==> config.mk <==
export PLATFORM = sky130hd
export DESIGN_NAME = bsr_ram16x8
export DESIGN_NICKNAME = d
export VERILOG_FILES = /design/src/logic/bsr_pkg.sv /design/src/logic/bsr_nib_if.sv /design/src/logic/bsr_nibble_ram.sv /design/src/logic/bsr_ram16x8.sv
export SDC_FILE = /design/constraint.sdc
export NUM_CORES = 1
export LEC_CHECK = 0
export ABC_AREA = 1
export CAP_MARGIN = 15
export CORE_UTILIZATION = 40
export DETAILED_ROUTE_END_ITERATION = 10
export DONT_BUFFER_PORTS = 1
export PLACE_DENSITY = 0.58
export SETUP_SLACK_MARGIN = 0.05
export SYNTH_ARGS = -nofsm -noshare
export SYNTH_HDL_FRONTEND = slang
export SYNTH_SLANG_ARGS = --single-unit
==> constraint.sdc <==
create_clock -name core_clk -period 1.58 [get_ports core_clk]
set_input_delay 0.079 -clock core_clk [delete_from_list [all_inputs] [get_ports core_clk]]
set_output_delay 0.079 -clock core_clk [all_outputs]
set_load 0.01 [all_outputs]
==> src/logic/bsr_pkg.sv <==
// Operation
// - Two 16x4 nibble RAMs form the store
// - Write on edge when strobe and enable
// - Read data driven straight from RAM
// - No reset clears the stored contents
// - Acknowledge follows strobe in zero-wait form
// - Read data valid at acknowledged edge
// - Asynchronous read keeps same-cycle acknowledge
// - Registered read adds one read wait
// - No clock limit beyond the RAM
// - Sixteen byte locations, 4-bit address
package bsr_pkg;

  localparam int ADDR_W  = 4;
  localparam int DATA_W  = 8;
  localparam int NIB_W   = 4;
  localparam int DEPTH   = 16;
  localparam int LO_LSB  = 0;
  localparam int HI_LSB  = 4;

  // Read path state for the registered-read variant
  typedef enum logic [0:0]
  {
    BSR_RD_IDLE = 1'h0,
    BSR_RD_WAIT = 1'h1
  } bsr_rd_state_t;

endpackage

==> src/logic/bsr_nib_if.sv <==
`timescale 1ns/100ps
// Port of one nibble-wide RAM element
interface bsr_nib_if;
  logic [bsr_pkg::ADDR_W-1:0] addr;
  logic [bsr_pkg::NIB_W-1:0]  wdata;
  logic                       we;
  logic [bsr_pkg::NIB_W-1:0]  rdata;

  modport ram
  (
    input  addr,
    input  wdata,
    input  we,
    output rdata
  );

  modport ctrl
  (
    output addr,
    output wdata,
    output we,
    input  rdata
  );
endinterface

==> src/logic/bsr_nibble_ram.sv <==
`timescale 1ns/100ps
// One 16 x 4-bit synchronous-write RAM element
module bsr_nibble_ram
#(
  parameter bit SYNC_READ = 1'b0
)
(
  input wire logic  core_clk,
  bsr_nib_if.ram    port
);

  logic [bsr_pkg::NIB_W-1:0] mem [bsr_pkg::DEPTH];
  logic [bsr_pkg::NIB_W-1:0] rd_reg;

  // Storage has no reset, like most RAM primitives
  always_ff @(posedge core_clk)
  begin
    if (port.we)
    begin
      mem[port.addr] <= port.wdata;
    end
  end

  // Registered read output, used only in the synchronous-read form
  always_ff @(posedge core_clk)
  begin
    rd_reg <= mem[port.addr];
  end

  // Asynchronous read lets acknowledge follow strobe in the same cycle
  assign port.rdata = SYNC_READ ? rd_reg : mem[port.addr];

endmodule

==> src/logic/bsr_ram16x8.sv <==
`timescale 1ns/100ps
// Bus slave RAM of 16 bytes with a strobe and acknowledge handshake
module bsr_ram16x8
#(
  parameter bit SYNC_READ = 1'b0
)
(
  input  wire logic                       core_clk,
  input  wire logic                       reset_n,
  input  wire logic [bsr_pkg::ADDR_W-1:0] adr_i,
  input  wire logic [bsr_pkg::DATA_W-1:0] dat_i,
  output logic      [bsr_pkg::DATA_W-1:0] dat_o,
  input  wire logic                       stb_i,
  input  wire logic                       we_i,
  output logic                            ack_o
);

  bsr_nib_if lo_if ();
  bsr_nib_if hi_if ();

  bsr_pkg::bsr_rd_state_t rd_state;
  bsr_pkg::bsr_rd_state_t next_rd_state;
  logic                   ram_we;

  // Read strobe decode shared by the wait logic and the checks
  function automatic logic is_read
  (
    input logic stb,
    input logic we
  );
    return stb & ~we;
  endfunction

  // Write enable is the plain AND of strobe and write enable
  assign ram_we = stb_i & we_i;

  // Low nibble and high nibble elements share address and enable
  assign lo_if.addr  = adr_i;
  assign lo_if.wdata = dat_i[bsr_pkg::LO_LSB +: bsr_pkg::NIB_W];
  assign lo_if.we    = ram_we;
  assign hi_if.addr  = adr_i;
  assign hi_if.wdata = dat_i[bsr_pkg::HI_LSB +: bsr_pkg::NIB_W];
  assign hi_if.we    = ram_we;

  // No gate of ours sits in the RAM path, so the element alone sets the speed
  bsr_nibble_ram #(.SYNC_READ(SYNC_READ)) u_lo
  (
    .core_clk (core_clk),
    .port     (lo_if.ram)
  );

  bsr_nibble_ram #(.SYNC_READ(SYNC_READ)) u_hi
  (
    .core_clk (core_clk),
    .port     (hi_if.ram)
  );

  // No output register: a register here would cost the zero-wait read
  assign dat_o = {hi_if.rdata, lo_if.rdata};

  // Zero-wait reads show the addressed byte, registered reads it at acknowledge
  async_read_data_a: assert property (@(posedge core_clk) disable iff (!reset_n)
    !SYNC_READ && is_read(stb_i, we_i) |-> dat_o == {u_hi.mem[adr_i], u_lo.mem[adr_i]})
    else $error("asynchronous read data is not the addressed byte");

  sync_read_data_a: assert property (@(posedge core_clk) disable iff (!reset_n)
    SYNC_READ && ack_o && is_read(stb_i, we_i)
    |-> dat_o == {u_hi.mem[adr_i], u_lo.mem[adr_i]})
    else $error("registered read data is not the addressed byte");

  // One wait cycle per read, then idle again so block reads re-wait
  always_comb
  begin
    next_rd_state = bsr_pkg::BSR_RD_IDLE;
    case (rd_state)
      bsr_pkg::BSR_RD_IDLE:
        if (SYNC_READ && is_read(stb_i, we_i))
        begin
          next_rd_state = bsr_pkg::BSR_RD_WAIT;
        end
      bsr_pkg::BSR_RD_WAIT:
        next_rd_state = bsr_pkg::BSR_RD_IDLE;
      default:
        next_rd_state = bsr_pkg::BSR_RD_IDLE;
    endcase
  end

  // Reset touches the handshake flop, the shadow and the written flags, never the stored bytes
  always_ff @(posedge core_clk or negedge reset_n)
  begin
    if (!reset_n)
    begin
      rd_state <= bsr_pkg::BSR_RD_IDLE;
    end
    else
    begin
      rd_state <= next_rd_state;
    end
  end

  // A registered read answers only from the wait state; a write never starts one
  read_from_wait_a: assert property (@(posedge core_clk) disable iff (!reset_n)
    ack_o && is_read(stb_i, we_i) && SYNC_READ |-> rd_state == bsr_pkg::BSR_RD_WAIT)
    else $error("registered read acknowledged outside the wait state");

  write_no_wait_a: assert property (@(posedge core_clk) disable iff (!reset_n)
    stb_i && we_i |=> rd_state == bsr_pkg::BSR_RD_IDLE)
    else $error("write cycle left a read wait pending");

  // Writes always acknowledge at once; reads wait only with registered RAM
  always_comb
  begin
    if (!SYNC_READ)
    begin
      ack_o = stb_i;
    end
    else
    begin
      ack_o = stb_i & (we_i | (rd_state == bsr_pkg::BSR_RD_WAIT));
    end
  end

  // Zero-wait form: acknowledge is strobe itself, reads and writes alike
  ack_is_stb_a: assert property (@(posedge core_clk) disable iff (!reset_n)
    !SYNC_READ |-> ack_o == stb_i)
    else $error("zero-wait acknowledge differs from strobe");

  // Shadow of the last write, read only by the checks below
  logic                      shadow_valid;
  logic [bsr_pkg::ADDR_W-1:0] shadow_addr;
  logic [bsr_pkg::DATA_W-1:0] shadow_data;

  always_ff @(posedge core_clk or negedge reset_n)
  begin
    if (!reset_n)
    begin
      shadow_valid <= 1'h0;
      shadow_addr  <= 4'h0;
      shadow_data  <= 8'h00;
    end
    else if (ram_we)
    begin
      shadow_valid <= 1'h1;
      shadow_addr  <= adr_i;
      shadow_data  <= dat_i;
    end
  end

  // Each element keeps its own half of the last byte written
  lo_nibble_hold_a: assert property (@(posedge core_clk) disable iff (!reset_n)
    shadow_valid |-> u_lo.mem[shadow_addr] == shadow_data[bsr_pkg::LO_LSB +: bsr_pkg::NIB_W])
    else $error("low nibble element lost its half of the byte");

  hi_nibble_hold_a: assert property (@(posedge core_clk) disable iff (!reset_n)
    shadow_valid |-> u_hi.mem[shadow_addr] == shadow_data[bsr_pkg::HI_LSB +: bsr_pkg::NIB_W])
    else $error("high nibble element lost its half of the byte");

  // Reference copy of every byte written; flags clear on reset, bytes never do
  logic [bsr_pkg::DATA_W-1:0] model_mem [bsr_pkg::DEPTH];
  logic [bsr_pkg::DEPTH-1:0]  model_written;

  always_ff @(posedge core_clk or negedge reset_n)
  begin
    if (!reset_n)
    begin
      model_written <= {bsr_pkg::DEPTH{1'h0}};
    end
    else if (ram_we)
    begin
      model_written[adr_i] <= 1'h1;
    end
  end

  // Bytes kept without reset, as in the RAM itself
  always_ff @(posedge core_clk)
  begin
    if (ram_we)
    begin
      model_mem[adr_i] <= dat_i;
    end
  end

  // Any read of a written location returns the byte last stored there
  model_readback_a: assert property (@(posedge core_clk) disable iff (!reset_n)
    ack_o && is_read(stb_i, we_i) && model_written[adr_i] |-> dat_o == model_mem[adr_i])
    else $error("read returned a byte other than the last one written");

  write_readback_a: assert property (@(posedge core_clk) disable iff (!reset_n)
    ack_o && !we_i && shadow_valid && adr_i == shadow_addr |-> dat_o == shadow_data)
    else $error("read after write returned wrong byte");

  // Handshake checks: writes never wait, and nothing answers an idle bus
  write_ack_now_a: assert property (@(posedge core_clk) disable iff (!reset_n)
    stb_i && we_i |-> ack_o)
    else $error("write not acknowledged in strobe cycle");

  ack_needs_stb_a: assert property (@(posedge core_clk) disable iff (!reset_n)
    ack_o |-> stb_i)
    else $error("acknowledge without strobe");

  zero_wait_read_a: assert property (@(posedge core_clk) disable iff (!reset_n)
    !SYNC_READ && stb_i && !we_i |-> ack_o)
    else $error("asynchronous read form delayed acknowledge");

  // Registered reads: first strobe cycle waits, the next one answers
  read_wait_first_a: assert property (@(posedge core_clk) disable iff (!reset_n)
    SYNC_READ && is_read(stb_i, we_i) && (!$past(stb_i) || $past(we_i) || $past(ack_o))
    |-> !ack_o)
    else $error("registered read acknowledged without wait");

  read_ack_next_a: assert property (@(posedge core_clk) disable iff (!reset_n)
    SYNC_READ && stb_i && !we_i && !ack_o |=> (!stb_i || we_i || ack_o))
    else $error("registered read wait longer than one cycle");

  wait_single_a: assert property (@(posedge core_clk) disable iff (!reset_n)
    rd_state == bsr_pkg::BSR_RD_WAIT |=> rd_state == bsr_pkg::BSR_RD_IDLE)
    else $error("read wait state held too long");

  // Strobe held over a block read: every second edge answers
  block_read_pace_a: assert property (@(posedge core_clk) disable iff (!reset_n)
    SYNC_READ && (stb_i && !we_i) [*4] |-> $countones({ack_o, $past(ack_o)}) == 1)
    else $error("block read acknowledge pacing wrong");

endmodule

==> results.md, run 1 <==
* Status: complete, no violations
* Overall overflow remaining after global route at 0
* Count of nets after finishing at 586
* Hold slack at 0.158 ns
* Count of inserted antenna diode cells at 0
* Crit. End Element: output pin
* Post-synth top flop: sky130_fd_sc_hd__edfxtp_1
* Number of levels in the clock H-tree at 4
* Xor/xnor cell area share of the yosys netlist at 0%
* Final number of hold-violating endpoints at 0
* Fraction of power spent switching nets at 20.9%
* Most used standard cell by instance count after synthesis: sky130_fd_sc_hd__nand2_1
* Die Outline Area at 14100 µm²
* Core Util, Final at 47.6%
* Mapped cell area at 5450 µm²
* Simple-gate portion of the synthesized area at 25.5%
* Sequential element share of the synthesized area at 70.5%
* Relative area change from synthesis to final layout at 15.8%
* Peak VDD IR at 0.814 mV
* Register clock-pin slew on the reported worst setup and hold paths at 0.05 ns
* Final critical-path setup slack at 0.193 ns
* HP Class: input port to output pin
* Required time at the worst-slack endpoint at 1.50 ns
* Count of nets left with antenna violations after detail routing at 0
* Pre-CTS setup slack at 0.361 ns
* GPL Wtd Cong at 0.817
* Number of enable flip-flop cells after synthesis at 128
* Ys async rst share at 0%
* Number of sinks on the clock net at 128
* Count of standard-cell rows at 42
* Startpoint kind of the worst setup timing path: register
* Number of top-level design ports at 25
* Overall routed net length at 11400 µm
* Share of synthesized area spent on multiplexers at 0%
* Area inside the core boundary at 13200 µm²
* Maximum clock insertion buffer count at 2
* Detail Placement HPWL at 6770 µm
* Arr. time, crit path at 1.31 ns
* Setup TNS after final layout at 0 ns
* Mean routed wirelength per cell at 15.1 µm
* Top post-synthesis cells by count: sky130_fd_sc_hd__nand2_1, sky130_fd_sc_hd__edfxtp_1, sky130_fd_sc_hd__inv_1
* Largest stage delay on the critical path at 0.35 ns
* Synthesis Warnings at 0
* Crit-path most repeated cell: sky130_fd_sc_hd__nand2_1
* Static Leak at 2.67 nW
* Final cell area excluding filler cells at 6310 µm²
* Chip Height at 119 µm
* Minimum period implied by the final worst setup slack at 1.39 ns
* Initial DRC count at 192
* Cell types with the largest area share after synthesis: sky130_fd_sc_hd__edfxtp_1, sky130_fd_sc_hd__nand2_1, sky130_fd_sc_hd__inv_1
* Maximum net fanout on the critical path at 1
* Library cell contributing the largest single delay on the critical path: sky130_fd_sc_hd__edfxtp_1
* Overall Global Routing Usage at 17.7%
* Unrepaired setup endpoints after global routing: no
* Starting density of the core at 41.1%
* Number of search-and-repair iterations in the first detailed-routing pass at 4
* Largest net degree at the start of global routing at 68
* Proportion of layout cells with a drive suffix above 1 at 8.78%
* Share of power burned in registers at 51.3%
* Total via count in the routed design at 3424
* Register bit count reported by yosys at 128
* Largest area contributor in the netlist: sky130_fd_sc_hd__edfxtp_1
* Mean cell area of the mapped netlist at 10.0 µm²
* Synthesized-area fraction occupied by adder cells at 0%
* Syn_nets at 559
* Quantity of I/O buffers inserted on ports at 0
* Final period utilization at 87.8%
* TritonCTS clock tree: built
* DRC violations left at 0
* Number of antenna violations at the first check in global routing at 0
* Share of the synthesized area in the top cell type at 70.5%
* Main combinational cell family by area after synthesis: simple AND/OR/NAND/NOR gates
* Cell Pwr Density at 1170 nW/µm²
* Combinational cell fraction of total power at 5.2%
* Num CTS Buffers at 17
* Transition time at the pin with the least slew margin at 0.670 ns
* Mapped Cells at 543
* Number of global-route vias before repair at 3430
* Placement-stage cell area at 5730 µm²
* Setup-failing EPs final at 0
* Remaining max-slew budget at the tightest pin at 55.2%
* Start-to-end type of the worst setup path: register to output pin
* Synthesized-area fraction occupied by ao, oa, aoi and oai cells at 0%
* Maximum capacitance violations at 0
* Highest clock frequency the design can meet at 721 MHz
* Design internal power at 5.84 mW
* Global-route wire length before repair at 18100 µm
* Reported net switching power at 1.54 mW
* Crit path cell chain: nand2_1, nand2_1, nand2_1, nand2_1, nand2_1, nand2_1, inv_1, nand2_1
* Die span in x at 119 µm
* Clock network power share at 43.4%
* Number of max-slew violations in the final report at 0
* Root buffer selected by CTS: sky130_fd_sc_hd__clkbuf_16
* Synth unique cells at 10
* Routed vias/inst at 4.52
worst max-delay path: cells and delay by family (launching register included):
kind          cells  cell delay (ns)
simple gates      7             0.49
flops             1             0.35
buf+inv           1             0.07
sequential cells by signal, indices dropped and copies added, names as in the netlist:
name	cells
u_lo.mem	64
u_hi.mem	64
stage by stage:
stage	instances	power, mW
finish	757	7.39
global route	757	7.63
CTS	757	7.47
detailed placement	719	4.19
global placement	719	4.18
floorplan	543	4.14
power groups by stage:
stage | combinational [mW] | clock (mW) | sequential, mW
detailed placement | 0.326 | 0 | 3.86
floorplan | 0.279 | 0 | 3.86
finish | 0.388 | 3.21 | 3.79
global route | 0.448 | 3.39 | 3.79
CTS | 0.392 | 3.29 | 3.79
global placement | 0.324 | 0 | 3.86
metal layers:
layer / wire length [µm] / GRT usage (%) / vias up
li1: - / - / 1782
met3: 574 / 4.68 / 8
met1: 5310 / 23.0 / 1573
met5: 0 / 0 / -
met4: 68 / 7.52 / 0
met2: 5470 / 27.8 / 61
kinds of logic after synthesis:
family / count (synthesis)
and+or+nand+nor: 369
DFF: 128
buffers and inverters: 46
final timing paths:
check                 startpoint       end  slack (ns)  cells past startpoint
setup / recovery  u_hi.mem[5][3]  dat_o[7]        0.19                      8
hold / removal             stb_i     ack_o        0.16                      0
final cells by class:
cell class	instances	area, µm²
Tap cell	176	220
Fill cell	1259	6930
Clock buffer	20	437
Sequential cell	128	3840
Multi-Input combinational cell	369	1400
Clock inverter	10	48.8
Timing Repair Buffer	30	270
Inverter	24	90.1
placed cells by master (no fill, tap or decap), types with 3 or more instances in the layout:
master	instances
sky130_fd_sc_hd__clkbuf_1	3
sky130_fd_sc_hd__inv_2	3
sky130_fd_sc_hd__dlygate4sd3_1	8
sky130_fd_sc_hd__nand2_1	343
sky130_fd_sc_hd__edfxtp_1	128
sky130_fd_sc_hd__nand3_1	4
sky130_fd_sc_hd__clkbuf_16	17
sky130_fd_sc_hd__clkinv_1	5
sky130_fd_sc_hd__nor2_1	18
sky130_fd_sc_hd__buf_4	20
sky130_fd_sc_hd__inv_1	21
sky130_fd_sc_hd__nand2_2	4
sky130_fd_sc_hd__clkinv_2	3
repair_timing:
item | 4_1_cts | 5_1_grt
hold endpoints to repair | 128 | 0
endpoints found under the setup margin | 0 | 2
resized for setup | 0 | 4
hold buffers | 8 | 0
setup buffers | 0 | 0
No activity file was read; power rests on OpenSTA's default activity.
==> run 2: changes to the inputs <==
- CORE_UTILIZATION: 40 -> 45
- PLACE_DENSITY: 0.58 -> 0.64
==> run 2 against run 1 <==
  * The flow now finishes with violations (design-rule violations)
  * Sequential share of layout area decreased by 0.47 points
  * Sequential power about the same
  * Clock-buffer cell count decreased by 1
  * Fmax decreased by 3.1%
  * Combinational power increased by 4%
  * Sequential cell count unchanged
  * Non-clock buffer count increased by 1
  * First-iteration DRC count increased by 16%
  * Power increased by 8.0%
  * Final cell count decreased by 4.0%
  * Critical path depth unchanged
  * Critical endpoint is now dat_o[6]
==> results.md, run 2 (same netlist as run 1, synthesis figures left out) <==
* Peak VDD IR at 0.605 mV (-26%)
* Overall Global Routing Usage at 20.7% (+3.0 points)
* Transition time at the pin with the least slew margin at 0.785 ns (+0.115 ns)
* TritonCTS clock tree: built
* Hold slack at 0.158 ns (+0.0000210 ns)
* Number of max-slew violations in the final report at 0 (unchanged)
* Chip Height at 112 µm (-5.6%)
* Proportion of layout cells with a drive suffix above 1 at 10.1% (+1.3 points)
* Number of instances on the worst hold path at 0 (unchanged)
* Largest net degree at the start of global routing at 68 (unchanged)
* Most common cell after layout, fill and taps aside: sky130_fd_sc_hd__nand2_1
* Placed cell count at 687 (-4.5%)
* Count of standard-cell rows at 39 (-7.1%)
* Number of levels in the clock H-tree at 4 (unchanged)
* Overall overflow remaining after global route at 0 (unchanged)
* Library cell contributing the largest single delay on the critical path: sky130_fd_sc_hd__edfxtp_1
* Start-to-end type of the worst setup path: register to output pin
* Final number of hold-violating endpoints at 0 (unchanged)
* Final Power at 7.98 mW (+8.0%)
* Largest stage delay on the critical path at 0.37 ns (+0.02 ns)
* Num CTS Buffers at 17 (unchanged)
* Unrepaired setup endpoints after global routing: yes
* Startpoint kind of the worst setup timing path: register
* Maximum clock insertion buffer count at 2 (unchanged)
* Mean routed wirelength per cell at 16.1 µm (+6.8%)
* Cell Pwr Density at 1260 nW/µm² (+7.2%)
* Static Leak at 2.71 nW (+1.6%)
* Crit-path most repeated cell: sky130_fd_sc_hd__nand2_1
* Initial DRC count at 222 (+16%)
* Arr. time, crit path at 1.35 ns (+0.04 ns)
* Minimum period implied by the final worst setup slack at 1.43 ns (+0.0439 ns)
* Final period utilization at 90.6% (+2.8 points)
* Count of nets after finishing at 587 (+0.17%)
* CP Depth at 8 (unchanged)
* Routed vias/inst at 4.83 (+6.8%)
* Core Util, Final at 54.8% (+7.1 points)
* Count of nets left with antenna violations after detail routing at 0 (unchanged)
* Setup TNS after final layout at 0 ns (unchanged)
* Number of top-level design ports at 25 (unchanged)
* Top library cells by usage in the layout, fill and taps aside: sky130_fd_sc_hd__nand2_1, sky130_fd_sc_hd__edfxtp_1, sky130_fd_sc_hd__buf_4
* Maximum capacitance violations at 0 (unchanged)
* DRC violations left at 2 (+2)
* Total via count in the routed design at 3511 (+2.5%)
* Die span in x at 112 µm (-5.6%)
* Crit path cell chain: nand2_1, nand2_1, nand2_1, nand2_1, nand2_1, nand2_1, inv_1, nand2_1
* Status: complete, but fails checks
* Maximum net fanout on the critical path at 1 (unchanged)
* Overall routed net length at 11700 µm (+2.5%)
* Non-Filler Instances at 727 (-4.0%)
* Highest clock frequency the design can meet at 699 MHz (-3.1%)
* Startpoint of the most critical hold path: stb_i
* Number of global-route vias before repair at 3577 (+4.3%)
* Crit. End Element: output pin
* Global-route wire length before repair at 18800 µm (+3.5%)
* Area inside the core boundary at 11600 µm² (-12%)
* Register clock-pin slew on the reported worst setup and hold paths at 0.05 ns (about the same)
* Quantity of I/O buffers inserted on ports at 0 (unchanged)
* Detail Placement HPWL at 6850 µm (+1.1%)
* Starting density of the core at 46.9% (+5.8 points)
* Setup-failing EPs final at 0 (unchanged)
* Post-CTS Setup Bufs at 0 (unchanged)
* Count of buffering cells on the critical path with inverters included at 1 (unchanged)
* Cell class contributing the biggest share of worst-path delay: simple AND/OR/NAND/NOR gates
* Number of antenna violations at the first check in global routing at 0 (unchanged)
* Count of inserted antenna diode cells at 0 (unchanged)
* Remaining max-slew budget at the tightest pin at 47.5% (-7.7 points)
* Number of sinks on the clock net at 128 (unchanged)
* Top Registers: u_hi.mem (64), u_lo.mem (64)
* Sink of the worst hold path: ack_o
* Number of search-and-repair iterations in the first detailed-routing pass at 8 (+4)
* Root buffer selected by CTS: sky130_fd_sc_hd__clkbuf_16
* Violated checks: design-rule violations
* GPL Wtd Cong at 0.773 (-5.3%)
* Relative area change from synthesis to final layout at 16.7%
* HP Class: input port to output pin
* Die Outline Area at 12600 µm² (-11%)
* Required time at the worst-slack endpoint at 1.50 ns (about the same)
==> run 2: power by group <==
group,leakage [nW],total (mW),internal [mW],switching (mW)
Combinational,1.28,0.402,0.121,0.281
Clock,0.277,3.79,2.45,1.34
Sequential,1.15,3.79,3.78,0.00873
==> run 2: area by class of cell <==
class / instances / area [µm²]
clock buffers: 19 / 433
clock inverters: 13 / 145
fillers: 989 / 5260
inverters: 24 / 90.1
multi-input cells: 369 / 1400
flip-flops and latches: 128 / 3840
well taps: 143 / 179
repair buffers: 31 / 265
==> run 2: timing repair <==
| action | 4_1_cts | 5_1_grt |
|---|---|---|
| hold endpoints to repair | 128 | 0 |
| setup endpoints to repair | 0 | 5 |
| hold buffers | 8 | 0 |
| gates resized for setup | 0 | 5 |
==> run 2: stage by stage <==
| stage | instance area, µm² | worst slack, ns |
|---|---|---|
| final | 6360 | 0.149 |
| after global routing | 6360 | 0.0437 |
| after CTS | 6350 | 0.121 |
| after detailed placement | 5690 | 0.422 |
| after global placement | 5690 | 0.432 |
| after floorplan | 5450 | 0.197 |
==> run 2: worst max path at each step <==
stage,endpoint,start,slack (ns)
final,dat_o[6],u_hi.mem[6][2],0.15
after global routing,dat_o[4],u_hi.mem[14][0],0.04
after CTS,dat_o[6],u_hi.mem[6][2],0.12
after detailed placement,dat_o[0],adr_i[0],0.42
after global placement,dat_o[0],adr_i[0],0.43
after floorplan,u_hi.mem[12][0],adr_i[1],0.20
==> run 2: per-layer routing <==
layer	share of wire [%]	up-vias	wire length (µm)	global-route usage, %
li1	-	1791	-	-
met1	42	1622	4970	26.6
met3	7.0	2	817	5.83
met4	0.36	0	42	7.73
met5	0	-	0	0
met2	50	96	5890	33.7
